$ cat src/hw/sdr_pkg.sv
// Shared constants of the DRAM command timing core.
// Assumes a single 100 MHz clock; all figures become cycle counts here.
package sdr_pkg;
	localparam int CLK_PERIOD_PS = 10000;
	localparam int ROW_ACTIVE_MIN_PS = 40000;
	localparam int PRECHARGE_PS = 15000;
	localparam int READ_TO_PRECH_PS = 7500;
	localparam int CKE_REG_EDGES = 3;
	localparam int ROW_ACTIVE_CYC = (ROW_ACTIVE_MIN_PS + CLK_PERIOD_PS - 1) / CLK_PERIOD_PS;
	localparam int PRECHARGE_CYC = (PRECHARGE_PS + CLK_PERIOD_PS - 1) / CLK_PERIOD_PS;
	localparam int READ_TO_PRECH_CYC = (READ_TO_PRECH_PS + CLK_PERIOD_PS - 1) / CLK_PERIOD_PS;
	// Termination delays in half clocks: on 2.0, off 2.5 rounded up
	localparam int TERM_ON_HALF = 4;
	localparam int TERM_OFF_HALF = 5;
	localparam int TERM_ON_CYC = (TERM_ON_HALF + 1) / 2;
	localparam int TERM_OFF_CYC = (TERM_OFF_HALF + 1) / 2;
	localparam int BANKS = 4;
	localparam int DQ_W = 16;
	localparam int FIFO_DEPTH = 16;
	localparam int REF_CNT_W = 13;
	// Mode register fields
	localparam int MR_WR_LSB = 9;
	localparam int MR_WR_MSB = 11;
	localparam int MR_BL_LSB = 0;
	localparam int MR_BL_MSB = 2;
	localparam logic [2:0] MR_BL8 = 3'h3;
	localparam logic [2:0] MR_WR_RESET = 3'h1;
	localparam logic [2:0] MR_BL_RESET = 3'h2;
	localparam int AP_BIT = 10;
	typedef enum logic [2:0] {
		CMD_NOP = 3'b000,
		CMD_ACT = 3'b001,
		CMD_READ = 3'b010,
		CMD_WRITE = 3'b011,
		CMD_PRE = 3'b100,
		CMD_REF = 3'b101,
		CMD_MRS = 3'b110
	} sdr_cmd_t;
	typedef enum logic [1:0] {
		WID_X4 = 2'b00,
		WID_X8 = 2'b01,
		WID_X16 = 2'b10
	} sdr_width_t;
endpackage

$ cat src/hw/sdr_fifo.sv
// Flip-flop FIFO with valid/ready on both sides.
// Assumes one clock and a synchronous active-low reset.
module sdr_fifo #(
	parameter int WIDTH = 32,
	parameter int DEPTH = 16
) (
	// Clock and reset
	input wire logic sys_clk,
	input wire logic reset_n,
	// Fill side
	input wire logic in_valid,
	output logic in_ready,
	input wire logic [WIDTH-1:0] in_data,
	// Drain side
	output logic out_valid,
	input wire logic out_ready,
	output logic [WIDTH-1:0] out_data
);
	localparam int AW = $clog2(DEPTH);
	logic [WIDTH-1:0] mem [DEPTH];
	logic [AW-1:0] wr_ptr;
	logic [AW-1:0] rd_ptr;
	logic [AW:0] count;
	wire push = in_valid && in_ready;
	wire pop = out_valid && out_ready;

	assign in_ready = count != (AW+1)'(DEPTH);
	assign out_valid = count != '0;
	assign out_data = mem[rd_ptr];

	always_ff @(posedge sys_clk) begin
		if (push) begin
			mem[wr_ptr] <= in_data;
		end
	end

	always_ff @(posedge sys_clk) begin
		if (!reset_n) begin
			wr_ptr <= '0;
			rd_ptr <= '0;
			count <= '0;
		end else begin
			if (push) begin
				wr_ptr <= wr_ptr + 1'b1;
			end
			if (pop) begin
				rd_ptr <= rd_ptr + 1'b1;
			end
			count <= count + (AW+1)'(push) - (AW+1)'(pop);
		end
	end
endmodule

$ cat src/hw/sdr_bank_timer.sv
// One bank's row-active lockout and deferred internal precharge.
// Assumes commands arrive already synchronised and decoded.
module sdr_bank_timer (
	// Clock and reset
	input wire logic sys_clk,
	input wire logic reset_n,
	// Commands for this bank
	input wire logic activate,
	input wire logic precharge,
	input wire logic ap_request,
	input wire logic [4:0] ap_delay,
	// State
	output logic bank_open,
	output logic ras_met,
	output logic ap_pending,
	output logic int_precharge
);
	localparam logic [2:0] RAS_CYC = 3'(sdr_pkg::ROW_ACTIVE_CYC);
	logic [2:0] ras_cnt;
	logic [4:0] dly;
	// Internal precharge waits for both the burst delay and the lockout
	wire fire = ap_pending && (dly == 5'h0) && ras_met;

	assign ras_met = ras_cnt == RAS_CYC;

	always_ff @(posedge sys_clk) begin
		if (!reset_n) begin
			ras_cnt <= 3'h0;
			dly <= 5'h0;
			bank_open <= 1'b0;
			ap_pending <= 1'b0;
			int_precharge <= 1'b0;
		end else begin
			int_precharge <= fire;
			if (activate) begin
				ras_cnt <= 3'h1;
				bank_open <= 1'b1;
			end else if (bank_open && !ras_met) begin
				ras_cnt <= ras_cnt + 3'h1;
			end
			if (ap_request) begin
				ap_pending <= 1'b1;
				dly <= ap_delay;
			end else if (fire || precharge) begin
				ap_pending <= 1'b0;
			end else if (ap_pending && dly != 5'h0) begin
				dly <= dly - 5'h1;
			end
			if (fire || precharge) begin
				bank_open <= 1'b0;
			end
		end
	end
endmodule

$ cat src/hw/sdr_core.sv
// Command timing core of a four-bank DDR DRAM, device side.
// Assumes command, address, clock-enable, termination and data pins arrive
// asynchronously and are synchronised here; array side runs on sys_clk.
//
// Operation
// - Internal precharge waits for row active minimum
// - Read-to-precharge counted from last prefetch
// - Write recovery clocks from mode bits 9-11
// - Refreshes may burst, no upper bound
// - Termination off delay 2.5 clocks nominal
// - Termination begins at minimum, full at maximum
// - Each strobe qualifies its own lane group
module sdr_core (
	// Clock and reset
	input wire logic sys_clk,
	input wire logic reset_n,
	// Command pins
	input wire logic [2:0] cmd_pin,
	input wire logic [1:0] bank_pin,
	input wire logic [12:0] addr_pin,
	input wire logic clock_enable_pin,
	input wire logic on_die_termination_pin,
	// Configuration
	input wire logic [1:0] width_mode,
	input wire logic [2:0] additive_latency,
	// Write data pins
	input wire logic [15:0] dq_pin,
	input wire logic lower_byte_strobe,
	input wire logic upper_byte_strobe,
	// Array side write stream
	output logic wr_valid,
	input wire logic wr_ready,
	output logic [15:0] wr_data,
	output logic [15:0] wr_lane_mask,
	output logic wr_overflow,
	// Status
	output logic cke_registered,
	output logic [3:0] bank_open,
	output logic [3:0] int_precharge,
	output logic [2:0] write_recovery_clocks,
	output logic [2:0] burst_code,
	output logic [12:0] refresh_count,
	output logic term_starting,
	output logic term_full
);
	// Two-flop synchronisers for every pin input
	localparam int PIN_W = 3 + 2 + 13 + 1 + 1 + 16 + 1 + 1;
	logic [PIN_W-1:0] pin_s1;
	logic [PIN_W-1:0] pin_s2;
	always_ff @(posedge sys_clk) begin
		pin_s1 <= {cmd_pin, bank_pin, addr_pin, clock_enable_pin, on_die_termination_pin,
			dq_pin, lower_byte_strobe, upper_byte_strobe};
		pin_s2 <= pin_s1;
	end

	wire [2:0] cmd_s = pin_s2[PIN_W-1 -: 3];
	wire [1:0] bank_s = pin_s2[PIN_W-4 -: 2];
	wire [12:0] addr_s = pin_s2[PIN_W-6 -: 13];
	wire cke_s = pin_s2[PIN_W-19];
	wire odt_s = pin_s2[PIN_W-20];
	wire [15:0] dq_s = pin_s2[PIN_W-21 -: 16];
	wire lstb_s = pin_s2[1];
	wire ustb_s = pin_s2[0];

	// Clock enable takes effect after three equal consecutive samples
	logic [1:0] cke_run;
	logic cke_last;
	always_ff @(posedge sys_clk) begin
		if (!reset_n) begin
			cke_run <= 2'h0;
			cke_last <= 1'b0;
			cke_registered <= 1'b0;
		end else begin
			cke_last <= cke_s;
			if (cke_s != cke_last) begin
				cke_run <= 2'h1;
			end else if (cke_run != 2'(sdr_pkg::CKE_REG_EDGES - 1)) begin
				cke_run <= cke_run + 2'h1;
			end else begin
				cke_registered <= cke_s;
			end
		end
	end

	// Command decode, ignored while the clock enable is registered low
	wire cmd_en = cke_registered;
	wire is_act = cmd_en && cmd_s == sdr_pkg::CMD_ACT;
	wire is_rd = cmd_en && cmd_s == sdr_pkg::CMD_READ;
	wire is_wr = cmd_en && cmd_s == sdr_pkg::CMD_WRITE;
	wire is_pre = cmd_en && cmd_s == sdr_pkg::CMD_PRE;
	wire is_ref = cmd_en && cmd_s == sdr_pkg::CMD_REF;
	wire is_mrs = cmd_en && cmd_s == sdr_pkg::CMD_MRS && bank_s == 2'h0;
	wire ap_flag = addr_s[sdr_pkg::AP_BIT];
	wire pre_all = is_pre && ap_flag;

	// Mode register: burst length and write recovery
	always_ff @(posedge sys_clk) begin
		if (!reset_n) begin
			write_recovery_clocks <= sdr_pkg::MR_WR_RESET;
			burst_code <= sdr_pkg::MR_BL_RESET;
		end else if (is_mrs) begin
			write_recovery_clocks <= addr_s[sdr_pkg::MR_WR_MSB:sdr_pkg::MR_WR_LSB];
			burst_code <= addr_s[sdr_pkg::MR_BL_MSB:sdr_pkg::MR_BL_LSB];
		end
	end

	// Field value n means n+1 recovery clocks
	wire [4:0] wr_clocks = {2'h0, write_recovery_clocks} + 5'h1;
	wire [4:0] half_burst = (burst_code == sdr_pkg::MR_BL8) ? 5'h4 : 5'h2;
	// Last four-bit prefetch starts two clocks before the burst's end
	wire [4:0] last_prefetch = {2'h0, additive_latency} + half_burst - 5'h2;
	wire [4:0] rd_ap_delay = last_prefetch + 5'(sdr_pkg::READ_TO_PRECH_CYC);
	wire [4:0] wr_ap_delay = half_burst + wr_clocks;
	wire [4:0] ap_delay = is_rd ? rd_ap_delay : wr_ap_delay;

	logic [3:0] ras_met;
	logic [3:0] ap_pending;
	genvar b;
	generate
		for (b = 0; b < sdr_pkg::BANKS; b++) begin : g_bank
			wire sel = bank_s == 2'(b);
			sdr_bank_timer u_timer (
				.sys_clk(sys_clk),
				.reset_n(reset_n),
				.activate(is_act && sel),
				.precharge((is_pre && sel) || pre_all),
				.ap_request((is_rd || is_wr) && ap_flag && sel),
				.ap_delay(ap_delay),
				.bank_open(bank_open[b]),
				.ras_met(ras_met[b]),
				.ap_pending(ap_pending[b]),
				.int_precharge(int_precharge[b])
			);
		end
	endgenerate

	// Refresh commands counted with no limit on back-to-back bursts
	always_ff @(posedge sys_clk) begin
		if (!reset_n) begin
			refresh_count <= 13'h0;
		end else if (is_ref) begin
			refresh_count <= refresh_count + 13'h1;
		end
	end

	// Termination delay lines, timed from the sampled request
	localparam int TL = sdr_pkg::TERM_OFF_CYC;
	logic [TL-1:0] odt_line;
	always_ff @(posedge sys_clk) begin
		if (!reset_n) begin
			odt_line <= '0;
			term_starting <= 1'b0;
			term_full <= 1'b0;
		end else begin
			odt_line <= {odt_line[TL-2:0], odt_s};
			// Turn-on: begin at the on delay, fully on one clock later
			if (odt_line[sdr_pkg::TERM_ON_CYC-1] && !term_starting) begin
				term_starting <= 1'b1;
			end else if (!odt_line[sdr_pkg::TERM_OFF_CYC-1] && !odt_line[sdr_pkg::TERM_ON_CYC-1]) begin
				term_starting <= 1'b0;
			end
			term_full <= term_starting && odt_line[sdr_pkg::TERM_ON_CYC-1];
		end
	end

	// Lane groups qualified by their own strobe
	wire [15:0] mask_x4 = {12'h000, {4{lstb_s}}};
	wire [15:0] mask_x8 = {8'h00, {8{lstb_s}}};
	wire [15:0] mask_x16 = {{8{ustb_s}}, {8{lstb_s}}};
	wire [15:0] lane_mask = (width_mode == sdr_pkg::WID_X4) ? mask_x4 :
		(width_mode == sdr_pkg::WID_X8) ? mask_x8 : mask_x16;
	wire beat_valid = lane_mask != 16'h0;
	wire fifo_in_ready;

	always_ff @(posedge sys_clk) begin
		if (!reset_n) begin
			wr_overflow <= 1'b0;
		end else if (beat_valid && !fifo_in_ready) begin
			wr_overflow <= 1'b1;
		end
	end

	sdr_fifo #(
		.WIDTH(32),
		.DEPTH(sdr_pkg::FIFO_DEPTH)
	) u_fifo (
		.sys_clk(sys_clk),
		.reset_n(reset_n),
		.in_valid(beat_valid),
		.in_ready(fifo_in_ready),
		.in_data({lane_mask, dq_s & lane_mask}),
		.out_valid(wr_valid),
		.out_ready(wr_ready),
		.out_data({wr_lane_mask, wr_data})
	);
endmodule

$ cat config.mk
export PLATFORM = sky130hd
export DESIGN_NAME = sdr_core
export DESIGN_NICKNAME = d
export VERILOG_FILES = /design/src/hw/sdr_pkg.sv /design/src/hw/sdr_fifo.sv /design/src/hw/sdr_bank_timer.sv /design/src/hw/sdr_core.sv
export SDC_FILE = /design/constraint.sdc
export NUM_CORES = 1
export LEC_CHECK = 0
export BUFFER_PORTS_ARGS = -buffer_cell sky130_fd_sc_hd__buf_4
export CORE_ASPECT_RATIO = 1.25
export CORE_MARGIN = 2
export CORE_UTILIZATION = 45
export CTS_CLUSTER_SIZE = 25
export DETAILED_ROUTE_END_ITERATION = 10
export PLACE_DENSITY = 0.67
export REMOVE_ABC_BUFFERS = 1
export SKIP_CTS_REPAIR_TIMING = 1
export SYNTH_ARGS = -nofsm -noshare
export SYNTH_HDL_FRONTEND = slang
export SYNTH_SLANG_ARGS = --single-unit
export TNS_END_PERCENT = 50
$ cat constraint.sdc
create_clock -name sys_clk -period 3.2 [get_ports sys_clk]
set_clock_uncertainty 0.05 [all_clocks]
set_input_delay 0.64 -clock sys_clk [delete_from_list [all_inputs] [get_ports sys_clk]]
set_output_delay 0.64 -clock sys_clk [all_outputs]
set_load 0.05 [all_outputs]
==> results by stage, run 1 <==
Cells and area:
- The antenna diode count is 0.
- The share of the core filled with cells in the final layout is 53.6%.
- The relative area change from synthesis to final layout is 17.3%.
- In the final design database the tool counted 1,304 nets.
- Excluding fillers, the count of instances in the completed layout stands at 1,749.
- Of the cells placed in the final design, the portion with a size suffix greater than 1 is 25.5%.
- The filler cells instantiated in the layout total 3,069.

STA:
- The final count of pins violating max slew is 0.
- The setup slack of the critical path after layout is 31.6 ps.
- The share of the clock period used by the worst path is 99.0%.
- Setup repair after global routing could not meet its margin everywhere.
- The number of failing hold endpoints at the final stage was 0.
- Setup violations remaining at the end of the flow were counted as 0.
- The worst slew margin relative to its limit is 48.0%.
- The final critical-path required period is 3170 ps.
- The actual slew at the worst max-slew pin is 779 ps.
- The fmax is 316 MHz.

Setup path:
- The worst setup path is launched from a register.
- The worst setup path is captured at an output pin.
- Setup slack on the worst reg-to-reg path comes out at 210 ps.
- Of all nets on the critical path, the largest fanout is 19.
- The worst register-to-register path begins at u_fifo.count[2].
- The required time at the endpoint of the critical path is 2510 ps.
- The arrival time of data at the critical path endpoint is 2480 ps.
- The critical path is of the register to output pin type.

Run status:
- The flow ran to the end, and the final reports show no timing, DRC or antenna violations.

Detailed routing:
- The final layout contains routed wiring with a total length of 35,800 um.
- The number of violations reported at the end of detailed-routing iteration 0 is 801.
- The number of nets still failing antenna checks after routing is 0.
- The first TritonRoute pass finished after 4 iterations.
- The routed via count divided by cell count is 5.40.
- In the routed design, unresolved DRC markers number 0.
- Across all layers, the routed design uses 9,438 vias.
- Dividing the detail-routed wire length by the instance count gives 20.5 um.

CTS:
- Clock tree synthesis selected as its root buffer the cell sky130_fd_sc_hd__clkbuf_16.
- The number of clock sinks is 456.
- The maximum clock insertion buffer count is 3.
- The number of clock buffers added by TritonCTS is 46.
- The insertion delay to the later sink of the worst-skew pair is 560 ps.
- The H-tree was split into 2 levels.
- TritonCTS built the clock tree.
- Clock-pin slew was measured on the worst setup and hold paths at 60 ps.

Die:
- The die span in x is 180 um.
- The number of primary I/O pins is 110.
- The initial core utilization is 45.7%.
- The standard cell core area is 38,100 sq um.
- The count of standard-cell rows is 80.
- The floorplan step defined a die boundary enclosing 40,300 sq um.
- The die outline height is 224 um.

Synthesis:
- The number of synthesized register bits is 456.
- Among all cell types in the netlist, the one instantiated most often is sky130_fd_sc_hd__edfxtp_1.
- After synthesis, flip-flops and latches occupy 69.9% of the total area.
- The average footprint of a synthesized cell is 15.8 sq um.
- In this run, distinct cell masters in the synthesized netlist total 56.
- The synthesized instance count is 1,099.
- The number of enable-type register cells in the synthesized netlist is 304.
- The fraction of post-synthesis cell area in the top cell type by area is 52.4%.
- Summing every instance area after synthesis gives 17,400 sq um.
- After synthesis, the cell types taking the most area are sky130_fd_sc_hd__edfxtp_1, sky130_fd_sc_hd__dfxtp_1, sky130_fd_sc_hd__mux4_2.
- The async set-reset flop share out of synthesis is 0%.
- The yosys synthesis warning count is 0.
- The most area-hungry cell type in the Yosys netlist is sky130_fd_sc_hd__edfxtp_1.
- The commonest cells after synthesis are sky130_fd_sc_hd__edfxtp_1, sky130_fd_sc_hd__dfxtp_1, sky130_fd_sc_hd__mux4_2.
- The most used flip-flop cell after synthesis is sky130_fd_sc_hd__edfxtp_1.

Placement:
- The detailed-placement wirelength estimate is 20,100 um.
- Routability-driven placement finished with a final weighted congestion of 0.753.
- The setup slack after placement is 149 ps.
- The number of placed cells counting well taps is 1,661.
- During placement, the flow inserted port buffers numbering 102.

Power and ir drop:
- In this run the static leakage power is 7.28 nW.
- The total power of the final layout is 15.5 mW.
- The power density of the placed cells is 760 nW/um^2.
- IR analysis of the VDD net gives a maximum drop of 0.637 mV.

Global route:
- Entering global routing, the biggest net connects 55 pins.
- The number of global-route vias before repair is 9,530.
- The global-route wire length before repair is 54,300 um.
- The initial antenna violation count is 0.
- In the global route stage, overall resource usage came out at 17.5%.
- The residual overflow from global routing is 0.

Min path:
- The startpoint identified for the worst hold timing path is dq_pin[0].
- The classification of the worst-slack hold path is input port to register.

Flow run:
- The tool flagged a number of max-cap violations equal to 0.
==> per-layer routing <==
layer / routed length (um) / up-vias / global-route usage [%]
met2: 17600 / 317 / 29.9
met1: 15100 / 4704 / 22.9
met4: 836 / 0 / 5.09
met5: 0 / - / 0
li1: - / 4364 / -
met3: 2370 / 53 / 3.46
==> cells in the final DEF, fill, tap and decap left out, drive strengths merged, types with 27 or more instances in the layout <==
master,n
nor2,72
inv,44
a21oi,43
clkbuf,69
dfxtp,152
ha,35
a22oi,38
xor2,27
nand2,67
buf,135
mux4,76
edfxtp,304
==> report_power, final <==
group / switching, mW / internal, mW / total [mW]
logic: 2.05 / 1.42 / 3.47
clock network: 2.20 / 3.16 / 5.36
registers: 0.134 / 6.56 / 6.69
total: 4.38 / 11.1 / 15.5
==> stage by stage <==
stage                     cell area, sq um  setup TNS, ps  hold slack, ps
final                                20400              0             123
after global routing                 20400           -430             103
after CTS                            20300           -231             101
after detailed placement             18800              0             262
after global placement               18800              0             260
after floorplan                      17100         -81030             260
==> final cells by class <==
type	instances	area (sq um)	share of cell area (%)
inverter	40	150	0.735
sequential	456	12200	59.6
timing repair buffer	138	1150	5.65
clock inverter	19	196	0.962
multi-input combinational	538	4790	23.5
clock buffer	66	1340	6.55
tap	492	616	3.01
==> final timing paths <==
kind              cells past startpoint               end
setup / recovery                      5  wr_lane_mask[14]
hold / removal                        1         pin_s1[2]
setup reg to reg                     12   u_fifo.count[4]
hold reg to reg                       0        pin_s2[11]
==> critical path, cell delays in order (launching register included) <==
cell and delay (ps):
sky130_fd_sc_hd__dfxtp_4 490, sky130_fd_sc_hd__buf_16 240, sky130_fd_sc_hd__mux4_2 520, sky130_fd_sc_hd__a22oi_1 240, sky130_fd_sc_hd__nand2_2 180, sky130_fd_sc_hd__buf_4 240
==> logic make-up (layout without fill, tap and decap cells) <==
logic type      after synthesis  in the layout  synth area share, %
flops                       456            456                 69.9
simple gates                245            245                 7.06
compound gates              120            120                 4.35
buf+inv                     105            263                 2.94
fa+ha+maj                    38             38                 2.86
xor+xnor                     47             47                 2.36
mux                          88             88                 10.5
==> registers in the layout, indices dropped and copies added (netlist names), 2 cells and up, named ones only <==
name	count
pin_s2	31
g_bank.u_timer.bank_open	4
burst_code	3
u_fifo.rd_ptr	4
u_fifo.wr_ptr	4
cke_run	2
write_recovery_clocks	3
u_fifo.count	5
odt_line	3
g_bank.u_timer.int_precharge	4
pin_s1	31
g_bank.u_timer.dly	20
g_bank.u_timer.ras_cnt	12
g_bank.u_timer.ap_pending	4
refresh_count	13
u_fifo.mem	304
Power figures use the tool's default switching activity.
==> run 2, diff against run 1 <==
--- a/config.mk
+++ b/config.mk
@@ -11,7 +11,7 @@
 export CORE_UTILIZATION = 45
 export CTS_CLUSTER_SIZE = 25
 export DETAILED_ROUTE_END_ITERATION = 10
-export PLACE_DENSITY = 0.67
+export PLACE_DENSITY = 0.64
 export REMOVE_ABC_BUFFERS = 1
 export SKIP_CTS_REPAIR_TIMING = 1
 export SYNTH_ARGS = -nofsm -noshare
==> results by stage, run 2 (synthesized netlist as in run 1, its figures left out) <==
Run status:
- The run finished with clean final reports.

Detailed routing:
- The remaining design rule violation count is 0.
- The total iterations of the first detailed-routing run is 5.
- The number of violations reported at the end of detailed-routing iteration 0 is 669.
- After detailed routing, the number of vias per cell comes to 5.37.
- The routed layout has 9,384 vias.
- Once detail routing completed, the nets flagged for antenna violations numbered 0.
- The final routed wire length divided by cell count is 20.4 um.
- The post-detailed-routing wire length is 35,700 um.

Cells and area:
- The fraction of final layout cells sized beyond drive strength 1 is 25.4%.
- The most common cell after layout, fill and taps aside is sky130_fd_sc_hd__edfxtp_1.
- The number of antenna diodes in the final layout is 0.
- The filler cell count is 3,083.
- In the layout the commonest cells are sky130_fd_sc_hd__edfxtp_1, sky130_fd_sc_hd__dfxtp_1, sky130_fd_sc_hd__buf_4.
- The register with the most flip-flops in the layout has 304 of them.
- The register bank with the most flops is u_fifo.mem.
- The largest registers in the layout are u_fifo.mem: 304 flops, pin_s1: 31 flops, pin_s2: 31 flops.
- The final layout contains 1,302 nets.
- From synthesis to final layout, the design area changed by 17.3%.
- The count of cells in the finished layout, fillers not included, comes to 1,746.
- The share of the core filled with cells in the final layout is 53.6%.

CTS:
- For the worst-skew pair, the clock arrives at the later sink with an insertion delay of 560 ps.
- The tree is rooted in a sky130_fd_sc_hd__clkbuf_16.
- Clock-pin slew was measured on the worst setup and hold paths at 60 ps.
- TritonCTS built the clock tree.
- In this run the number of H-tree levels came out at 2.
- The number of clock sinks is 456.
- The maximum clock insertion buffer count is 3.
- The number of clock buffers added by TritonCTS is 46.

Power and ir drop:
- For this design the ratio of total power to cell area is 761 nW/um^2.
- Sequential cells account for 43.1% of the total power.
- The worst-case IR drop observed on VDD is 0.443 mV.
- The clock network is responsible for 35.2% of the overall power.
- Summed over all cells, the static leakage comes to 7.25 nW.
- Internal power comes to 11.2 mW.
- The switching fraction of total power is 27.9%.
- The net switching power of the design is 4.34 mW.
- The proportion of power drawn by combinational gates is 21.8%.

STA:
- Derived from the worst setup path, the maximum achievable clock frequency is 324 MHz.
- The actual slew at the worst max-slew pin is 785 ps.
- The total negative setup slack is 0 ps.
- Setup repair after global routing could not meet its margin everywhere.
- The number of failing hold endpoints at the final stage is 0.
- The setup slack of the critical path after layout is 117 ps.
- The final count of negative-setup-slack endpoints is 0.
- The final count of pins violating max slew is 0.
- The worst slew margin relative to its limit is 47.2%.
- The share of the clock period used by the worst path is 96.4%.
- The final critical-path required period is 3080 ps.

Global route:
- The first global-routing pass estimated 54,400 um of wire.
- In the global route stage, overall resource usage came out at 17.7%.
- The number of global-route vias before repair is 9,497.
- The largest net degree at the start of global routing is 39.
- The initial antenna violation count is 0.
- After global routing the overflow that remains totals 0.

Die:
- For this configuration, the core starts out at a cell density of 45.7%.
- The floorplan step set the die width to 180 um.
- The count of standard-cell rows is 80.
- The die is 224 um tall.
- The floorplan step defined a die boundary enclosing 40,300 sq um.
- The number of primary I/O pins is 110.
- In this run the standard cell core region covers 38,100 sq um.

Setup path:
- STA classifies the critical path startpoint as a register.
- The required time at the endpoint of the critical path is 2510 ps.
- The type of the worst setup path is register to output pin.
- At the worst endpoint, the arrival time is 2390 ps.
- In this run the critical register-to-register path is launched from u_fifo.count[2].
- On the worst path, the slowest cell contributes a delay of 550 ps.
- The sum of buffers and inverters on the critical path is 2.
- The cell family contributing the most delay on the critical path is multiplexers.
- The biggest fanout along the worst timing path is 28.
- Among all stages on the critical path, the largest delay is contributed by sky130_fd_sc_hd__mux4_2.
- Walking the worst path, the cells encountered are buf_12, mux4_2, a22oi_1, nand2_1, buf_4.
- STA classifies the critical path endpoint as an output pin.

Placement:
- The count of port buffers added during placement is 102.
- The number of placed instances, taps included, is 1,661.
- Routability-driven placement finished with a final weighted congestion of 0.766.
- The detailed-placement wirelength estimate is 20,600 um.
- At the placement stage, the worst setup path has a slack of 147 ps.

Min path:
- The classification of the worst-slack hold path is input port to register.
- In this run the most critical hold path is launched from addr_pin[10].

Flow run:
- The number of max-cap violations is 0.
-- run 2: changes by cell type in the layout (fill, tap and decap cells not counted), moves of 2 or more --
| cell | change |
|---|---|
| sky130_fd_sc_hd__buf_16 | -2 |
| sky130_fd_sc_hd__buf_12 | +7 |
| sky130_fd_sc_hd__clkbuf_8 | -4 |
| sky130_fd_sc_hd__clkinv_1 | -3 |
| sky130_fd_sc_hd__clkbuf_1 | +4 |
| sky130_fd_sc_hd__buf_4 | -5 |
| sky130_fd_sc_hd__bufinv_16 | +3 |
| sky130_fd_sc_hd__clkbuf_16 | -4 |
-- run 2: area by class of cell --
class | count | area (sq um) | area share [%]
sequential | 456 | 12200 | 59.6
multi-input combinational | 538 | 4800 | 23.5
timing repair buffer | 136 | 1140 | 5.57
clock inverter | 19 | 277 | 1.35
clock buffer | 65 | 1270 | 6.23
inverter | 40 | 150 | 0.735
tap | 492 | 616 | 3.01
-- run 2: metal layers --
| metal | track usage, % | part of all wire [%] | vias to the layer above |
|---|---|---|---|
| met3 | 3.24 | 5.1 | 47 |
| met2 | 30.8 | 51 | 214 |
| met5 | 0 | 0 | - |
| met1 | 22.8 | 42 | 4767 |
| met4 | 4.98 | 2.1 | 0 |
| li1 | - | - | 4356 |
-- run 2: per-stage QoR --
step           hold slack (ps)  cell area [sq um]  power (mW)
2_1_floorplan              260              17100        9.29
3_3_place_gp               261              18900        10.2
3_5_place_dp               262              18900        10.2
4_1_cts                   99.8              20400        15.7
5_1_grt                    106              20400        16.2
6_report                   122              20400        15.6
-- run 2: final timing paths --
kind / end / slack (ps) / depth (start not counted)
max: wr_data[7] / 120 / 5
min: pin_s1[30] / 120 / 1
max reg2reg: u_fifo.count[4] / 270 / 12
min reg2reg: pin_s2[0] / 280 / 0
-- run 2: power groups by stage --
| stage | registers (mW) | logic (mW) | clock network, mW |
|---|---|---|---|
| 2_1_floorplan | 7.00 | 2.28 | 0 |
| 3_3_place_gp | 6.83 | 3.37 | 0 |
| 3_5_place_dp | 6.84 | 3.39 | 0 |
| 4_1_cts | 6.71 | 3.40 | 5.60 |
| 5_1_grt | 6.72 | 3.61 | 5.84 |
| 6_report | 6.70 | 3.39 | 5.47 |
